File: config.mk
export PLATFORM = sky130hd
export DESIGN_NAME = cde_directory
export DESIGN_NICKNAME = d
export VERILOG_FILES = /design/src/hw/cde_pkg.sv /design/src/hw/cde_rst_sync.sv /design/src/hw/cde_entry_fmt.sv /design/src/hw/cde_directory.sv
export SDC_FILE = /design/constraint.sdc
export NUM_CORES = 1
export LEC_CHECK = 0
export ABC_CLOCK_PERIOD_IN_PS = 2900
export BUFFER_PORTS_ARGS = -buffer_cell sky130_fd_sc_hd__clkbuf_2
export CAP_MARGIN = 10
export CORE_MARGIN = 5
export CORE_UTILIZATION = 49
export DETAILED_ROUTE_END_ITERATION = 10
export HOLD_SLACK_MARGIN = 0.1
export PLACE_DENSITY = 0.87
export SYNTH_ARGS = -nofsm -noshare
export SYNTH_HDL_FRONTEND = slang
export SYNTH_HIERARCHICAL = 1
export SYNTH_SLANG_ARGS = --single-unit
File: constraint.sdc
create_clock -name clk_i -period 2.9 [get_ports clk_i]
set_input_delay 0.87 -clock clk_i [delete_from_list [all_inputs] [get_ports clk_i]]
set_output_delay 0.87 -clock clk_i [all_outputs]
set_load 0.05 [all_outputs]
File: src/hw/cde_pkg.sv
// package with the layout and address map of the component directory
package cde_pkg;

    // bus geometry
    localparam int unsigned ADDR_W         = 12;
    localparam int unsigned DATA_W         = 32;
    localparam int unsigned ENTRY_CNT      = 512;
    localparam int unsigned IDX_W          = 9;

    // printed offsets
    localparam logic [11:0] OFF_ENTRY_TWO  = 12'h008;
    localparam logic [11:0] OFF_ENTRY_LAST = 12'h7fc;
    localparam logic [11:0] OFF_DIR_END    = 12'h800;

    // entry field positions
    localparam int unsigned BASE_LSB       = 12;
    localparam int unsigned BASE_W         = 20;
    localparam int unsigned ZERO_HI_MSB    = 11;
    localparam int unsigned ZERO_HI_LSB    = 9;
    localparam int unsigned PD_MSB         = 8;
    localparam int unsigned PD_LSB         = 4;
    localparam int unsigned PD_W           = 5;
    localparam int unsigned ZERO_LO_BIT    = 3;
    localparam int unsigned PD_VALID_BIT   = 2;
    localparam int unsigned PRES_MSB       = 1;
    localparam int unsigned PRES_LSB       = 0;

    // presence codes
    typedef enum logic [1:0] {
        PRES_LAST     = 2'h0,
        PRES_RESERVED = 2'h1,
        PRES_SKIP     = 2'h2,
        PRES_HERE     = 2'h3
    } cde_pres_t;

    // one-word descriptor built from its fields
    typedef struct packed {
        logic [19:0] base_addr;
        logic [2:0]  zero_field_hi;
        logic [4:0]  pwr_domain_index;
        logic        zero_field_lo;
        logic        pwr_domain_index_valid;
        logic [1:0]  presence;
    } cde_entry_t;

    localparam logic [31:0] WORD_ZERO      = 32'h0000_0000;

endpackage

File: src/hw/cde_rst_sync.sv
// reset release synchroniser
`timescale 1ns/100ps
`default_nettype none
module cde_rst_sync (
    // clock and raw reset
    input  wire logic clk_i,
    input  wire logic rst_n_i,
    // released reset
    output logic      rst_n_o
);
    logic meta_ff;
    logic sync_ff;

    always_ff @(posedge clk_i or negedge rst_n_i) begin
        if (!rst_n_i) begin
            meta_ff <= 1'b0;
            sync_ff <= 1'b0;
        end else begin
            meta_ff <= 1'b1;
            sync_ff <= meta_ff;
        end
    end

    assign rst_n_o = sync_ff;
endmodule
`default_nettype wire

File: src/hw/cde_entry_fmt.sv
// shapes one raw descriptor into a legal directory word
`timescale 1ns/100ps
`default_nettype none
module cde_entry_fmt (
    // raw configured descriptor
    input  wire logic [31:0] raw_i,
    // legal word
    output logic      [31:0] word_o
);
    cde_pkg::cde_entry_t raw;
    cde_pkg::cde_entry_t fmt;

    always_comb begin
        raw                        = cde_pkg::cde_entry_t'(raw_i);
        fmt                        = raw;
        fmt.zero_field_hi          = 3'h0;
        fmt.zero_field_lo          = 1'h0;
        // index is forced to zero unless flagged valid
        if (!raw.pwr_domain_index_valid) begin
            fmt.pwr_domain_index = 5'h00;
        end
        // reserved presence code is never emitted; treat as an absent slot
        // codes 0, 2 and 3 pass through unchanged
        if (raw.presence == cde_pkg::PRES_RESERVED) begin
            fmt.presence = cde_pkg::PRES_SKIP;
        end
        word_o = fmt;
    end
endmodule
`default_nettype wire

File: src/hw/cde_directory.sv
// apb read-only directory of debug component descriptors
// Notes on behaviour
// - each entry describes one component and all entries share one field layout.
// - entry two reads at byte offset 0x008 as a 32-bit read-only word.
// - entry 511 reads at byte offset 0x7fc as a 32-bit read-only word.
// - bits 31..12 return the component base address fixed at configuration.
// - bits 11..9 and bit 3 read as zero, and writers must put zeros there.
// - the power-domain index spans 0 to 31, one per power-up request/ack pair.
// - bit 2 reads one only when the entry carries a valid power-domain index.
// - presence code 3 marks a present component and code 1 is never produced.
// - presence code 0 means no component and that this is the final entry.
// - presence code 2 means no component here while scanning goes on.
//
// Chosen here: the APB register port.
`timescale 1ns/100ps
`default_nettype none
module cde_directory #(
    parameter int unsigned          ENTRY_CNT = cde_pkg::ENTRY_CNT,
    parameter logic [511:0][31:0]   ENTRIES   = '0
) (
    // clock and reset
    input  wire logic        clk_i,
    input  wire logic        rst_n_i,
    // apb slave
    input  wire logic        psel_i,
    input  wire logic        penable_i,
    input  wire logic        pwrite_i,
    input  wire logic [11:0] paddr_i,
    input  wire logic [31:0] pwdata_i,
    input  wire logic [3:0]  pstrb_i,
    output logic             pready_o,
    output logic      [31:0] prdata_o,
    output logic             pslverr_o
);
    logic        rst_n;
    logic        setup;
    logic        hit;
    logic [8:0]  idx;
    logic [31:0] raw_word;
    logic [31:0] legal_word;
    logic [31:0] nxt_rdata;
    logic        nxt_err;
    logic [31:0] prdata_ff;
    logic        pslverr_ff;
    logic        pready_ff;

    cde_rst_sync u_rst (
        .clk_i   (clk_i),
        .rst_n_i (rst_n_i),
        .rst_n_o (rst_n)
    );

    // word index from a byte address
    function automatic logic [8:0] word_idx(input logic [11:0] a);
        word_idx = a[10:2];
    endfunction

    // entry 0 and 1 belong to other logic, so only 2..511 are decoded here
    function automatic logic in_dir(input logic [11:0] a);
        in_dir = (a >= cde_pkg::OFF_ENTRY_TWO) && (a < cde_pkg::OFF_DIR_END) && (a[1:0] == 2'h0);
    endfunction

    assign setup = psel_i && !penable_i;
    assign hit   = in_dir(paddr_i);
    assign idx   = word_idx(paddr_i);

    // configured table, one shared layout
    assign raw_word = ENTRIES[idx];

    cde_entry_fmt u_fmt (
        .raw_i  (raw_word),
        .word_o (legal_word)
    );

    // decode: reads of the directory return the word; writes are accepted and dropped
    always_comb begin
        nxt_rdata = cde_pkg::WORD_ZERO;
        nxt_err   = 1'b0;
        if (!hit) begin
            nxt_err = 1'b1;
        end else if (!pwrite_i) begin
            nxt_rdata = legal_word;
        end
    end

    // no wait state: answer registered in setup, ready in the first access cycle
    always_ff @(posedge clk_i or negedge rst_n) begin
        if (!rst_n) begin
            prdata_ff  <= 32'h0000_0000;
            pslverr_ff <= 1'b0;
            pready_ff  <= 1'b0;
        end else begin
            pready_ff <= setup;
            if (setup) begin
                prdata_ff  <= nxt_rdata;
                pslverr_ff <= nxt_err;
            end
        end
    end

    assign pready_o  = pready_ff && psel_i && penable_i;
    assign prdata_o  = prdata_ff;
    assign pslverr_o = pslverr_ff && pready_o;

    // pwdata and pstrb are never stored: the directory is fixed
    logic unused_w;
    assign unused_w = ^{pwdata_i, pstrb_i};

    cde_pkg::cde_entry_t rd;
    assign rd = cde_pkg::cde_entry_t'(prdata_o);

    entry_zero_a:  assert property (@(posedge clk_i) disable iff (!rst_n)
        pready_o |-> rd.zero_field_hi == 3'h0 && !rd.zero_field_lo)
        else $error("zero field not zero");
    pd_gate_a:     assert property (@(posedge clk_i) disable iff (!rst_n)
        (pready_o && !rd.pwr_domain_index_valid) |-> rd.pwr_domain_index == 5'h00)
        else $error("domain index without valid flag");
    no_reserved_a: assert property (@(posedge clk_i) disable iff (!rst_n)
        pready_o |-> rd.presence != cde_pkg::PRES_RESERVED)
        else $error("reserved presence code");
    read_data_a:   assert property (@(posedge clk_i) disable iff (!rst_n)
        (setup && hit && !pwrite_i) |=> penable_i |-> prdata_o == $past(legal_word))
        else $error("read data mismatch");
    write_zero_a:  assert property (@(posedge clk_i) disable iff (!rst_n)
        (pready_o && pwrite_i) |-> prdata_o == 32'h0000_0000)
        else $error("write returned data");
    unmapped_a:    assert property (@(posedge clk_i) disable iff (!rst_n)
        (setup && !hit) |=> (penable_i && psel_i) |-> pslverr_o)
        else $error("unmapped address not refused");
    ready_lat_a:   assert property (@(posedge clk_i) disable iff (!rst_n)
        setup |=> (psel_i && penable_i) |-> pready_o)
        else $error("ready not one cycle after setup");
    base_addr_a:   assert property (@(posedge clk_i) disable iff (!rst_n)
        (setup && hit && !pwrite_i) |=> penable_i |->
            rd.base_addr == $past(raw_word[31:12]))
        else $error("base address mismatch");
endmodule
`default_nettype wire

# Word level (Yosys, flattened, before mapping)
# Memories as Yosys holds them, arrays and structs flattened.
# Index checks and enable logic that the tools add are counted.
[op_classes]
n_eq_ne = 1
magnitude_cmp = 3
n_reduce_logical = 8
mux = 6
[op_table]
columns = ["operator", "n"]
rows = [
  ["two-way mux 32 bit", 3],
  ["greater-or-equal comparator 12 x 4 -> 1 bit (second input constant)", 1],
  ["less-than comparator 12 bit (second input constant)", 1],
  ["less-than comparator 9 x 10 -> 1 bit (second input constant)", 1],
  ["logical AND 1 bit", 6],
  ["two-way mux 5 bit", 1],
  ["equality test 2 x 1 -> 1 bit (second input constant)", 1],
  ["zero test 2 bit", 1],
  ["two-way mux 2 bit", 1],
  ["zero test 1 bit", 1],
  ["two-way mux 1 bit", 1],
]
[word_totals]
output_inout_bits = 34
register_bits = 36
wordCells = 24
inputBits = 53
mem_bits_ro = 16384
memories = 1
[memory_table]
columns = ["memory", "depth", "width", "rd", "rd_clocked_by_memory_dff", "write_ports", "line", "text"]
rows = [
  ["(name not given)", 512, 32, 1, 0, 0, "cde_directory.sv:68", "assign raw_word = ENTRIES[idx];"],
]

# Depth between registers and ports, before layout
[depth]
depth_word = 6
ltp_mapped = 5
mapped_depth_nobuf = 4

# Modules after synthesis
# Netlist, hierarchy kept.
[modules_own_cells]
columns = ["module", "instances", "seq_area_each_um2", "area_per_inst_um2", "cells_per_inst"]
rows = [
  ["cde_directory", 1, 850.8, 1293.7, 85],
  ["cde_entry_fmt", 1, 0.0, 236.5, 33],
  ["cde_rst_sync", 1, 50.0, 53.8, 3],
]

# Worst setup path after synthesis
# No wires, ideal clock.
[synth_timing]
path_type = "input to output"
startpoint = "input penable_i"
endpoint = "output pslverr_o"
path_stages = 2
path_slack_ns = 0.195
required_time_ns = 2.030
arrival_ns = 1.835
n_path_buf = 0
cell_sequence = "and3_1 and2_1"
[synth_between]
elab_chain_len = 2
[synth_rtl]
columns = ["element", "line", "text"]
rows = [
  ["from (decl)", "cde_directory.sv:26", "input wire logic penable_i,"],
  ["logical AND 1 bit", "cde_directory.sv:101", "assign pready_o = pready_ff && psel_i && penable_i;"],
  ["logical AND 1 bit", "cde_directory.sv:103", "assign pslverr_o = pslverr_ff && pready_o;"],
  ["to (decl)", "cde_directory.sv:33", "output logic pslverr_o"],
]
# Every way passes these cells.

# Worst setup path after layout
# Same ends and word-level chain as after synthesis.

==> flow_summary.json <==
{
  "status": "finished clean",
  "maxSlewViolCount": 0,
  "cts_sinks": 36,
  "fin_crit_sh_pct": 82.8,
  "rr_worst_depth": 1,
  "synth_top_area_share_pct": 56.9,
  "drt-initial-drc-count": 68,
  "crit_slowest_cell": "clkbuf_2",
  "yosys.cell_count.top_type": "dfrtp_1",
  "path_max_fanout": 2,
  "antenna_found_initial": 0,
  "cp.arrival_ns": 1.53,
  "die_w_um": 66.9,
  "power-per-cell-area_nw_per_um2": 533,
  "synth-edff-count": 0,
  "clock_path_buffers": 2,
  "fin_skew_ns": 0.00566,
  "critPathLaunchType": "input pin",
  "worstPathRequired_ns": 2.03,
  "first_pass_iters": 4,
  "syn-mean-instance-area_um2": 13.1,
  "fin_nets": 239,
  "path_clk_slew_ns": 0.10,
  "grtUsageTotal_pct": 14.3,
  "gp_congestion": 0.659,
  "worst_pin_slew_ns": 0.640,
  "setup_viol": 0,
  "maxSlewHeadroom_pct": 57.3,
  "r2r_slack_ns": 1.97,
  "port_buffers": 49,
  "p_leak_uw": 0.00107,
  "yosys-top-cells-count": "dfrtp_1, a22o_1, buf_4",
  "top_level_ports": 87,
  "syn_area_um2": 1580,
  "wire_per_inst_um": 11.6,
  "crit_top_cell": "clkbuf_2",
  "hold_class": "flop to asynchronous set/reset pin",
  "yosysTopAreaCell": "dfrtp_1",
  "die_area_um2": 4470,
  "grt_max_degree": 33,
  "cts_tree": "done",
  "max_stage_delay_ns": 0.27,
  "end_kind": "output pin",
  "areaGrowthSynthToFinish_pct": 20.7,
  "antenna_left": 0,
  "rsz0062_at_grt": "false",
  "path_delay_family": "buffers and inverters",
  "cts_hold_buffers": 0,
  "yosysSeqAreaShare_pct": 56.9,
  "peakVddDrop_mv": 0.337,
  "grt_overflow": 0,
  "crit_buf_inv": 2,
  "ys_ff_latch": 36,
  "maxCapViolations": 0,
  "cp_cell_sequence": "clkbuf_2 > and3_1 > and2_1 > clkbuf_2",
  "initial_core_util_pct": 51.5,
  "grt_pass1_vias": 955,
  "clk_latency_ns": 0.33,
  "numCtsBuffers": 5,
  "syn_inst": 121,
  "cts_resized": 0,
  "drc": 0,
  "htreeDepth": 2,
  "hold-worst-slack_ns": 0.263,
  "synthFlopType": "dfrtp_1",
  "ys_top_cells_by_area": "dfrtp_1, a22o_1, buf_4, and2_1, buf_6",
  "diodes": 0,
  "power.total_uw": 1020,
  "cts_root_buf": "clkbuf_4",
  "rr_endpoint": "prdata_o[23]",
  "post_cts_buffers": 0,
  "die_h_um": 66.9,
  "ys_types": 18,
  "layout_min_cycle_time_ns": 2.40,
  "routed_via_density": 4.23,
  "drive_gt1_share_pct": 35.8,
  "grt_first_pass_wirelength_um": 4550,
  "synthArstFlopShare_pct": 100,
  "finalSetupTns_ns": 0,
  "post-dp-hpwl_um": 2040,
  "hold_viol_final": 0,
  "core_area_um2": 3080,
  "rr_startpoint": "u_rst/rst_n_o",
  "yosys_warnings": 6,
  "crit_type": "input pin to output pin",
  "num_vias": 977,
  "fp-row-count": 20,
  "wl_um": 2680,
  "fmax_ghz": 0.417
}
==> how the worst max path moves through the flow <==
stage	slack [ns]	cells past startpoint	from	end
final	0.50	4	penable_i	pslverr_o
after global routing	0.45	4	psel_i	pslverr_o
after CTS	0.49	4	penable_i	pslverr_o
after detailed placement	0.49	4	penable_i	pslverr_o
after global placement	0.54	4	penable_i	pslverr_o
after floorplan	0.19	2	penable_i	pslverr_o
==> kinds of logic (layout without fill, tap and decap cells) <==
group	after synthesis	in the layout	share of synthesized area (%)
flip-flops	36	36	56.9
buffers and inverters	33	62	15.2
AND/OR/NAND/NOR	15	15	7.35
other	3	40	0.711
AO/OA/AOI/OAI	34	34	19.9
==> flip-flops by register name, summed over array words and instances (netlist names) <==
register,flops
pready_ff,1
u_rst/rst_n_o,1
prdata_o,32
pslverr_ff,1
u_rst/meta_ff,1
==> layer usage <==
metal	wire (µm)	track usage [%]
met2	1380	23.0
met5	0	0
met3	157	6.41
met4	29	4.56
met1	1120	16.9
==> layout by cell type (no fill, tap or decap) <==
master and n:
clkbuf_8 2, clkbuf_4 5, bufinv_16 1, or2_1 1, inv_2 1, and2_2 1, clkbuf_2 49, and3_1 1
buf_4 4, conb_1 40, nand2b_1 1, a22o_1 32, nor4_2 1, nor2_1 2, and2_1 6, or3_4 1
nor4_4 1, a2111oi_4 1, dfrtp_1 36, a211oi_1 1
==> report_power, final <==
group          switching (µW)  internal (µW)
Clock                     154            229
Sequential               11.2            516
Combinational            78.1           31.7
==> cell type report <==
type | count | area (µm²)
Fill cell | 261 | 1170
Multi-Input combinational cell | 89 | 582
Sequential cell | 36 | 901
Timing Repair Buffer | 53 | 275
Inverter | 1 | 3.75
Clock inverter | 1 | 30.0
Tap cell | 44 | 55.1
Clock buffer | 7 | 65.1
==> per-stage QoR <==
stage	area [µm²]	util, %	worst slack, ns	instances
global placement	1820	59.0	0.541	223
detailed placement	1820	59.0	0.495	223
global route	1910	62.1	0.451	231
finish	1910	62.1	0.500	231
CTS	1910	62.1	0.493	231
floorplan	1720	-	0.195	158
(Power assumes the default switching activity.)
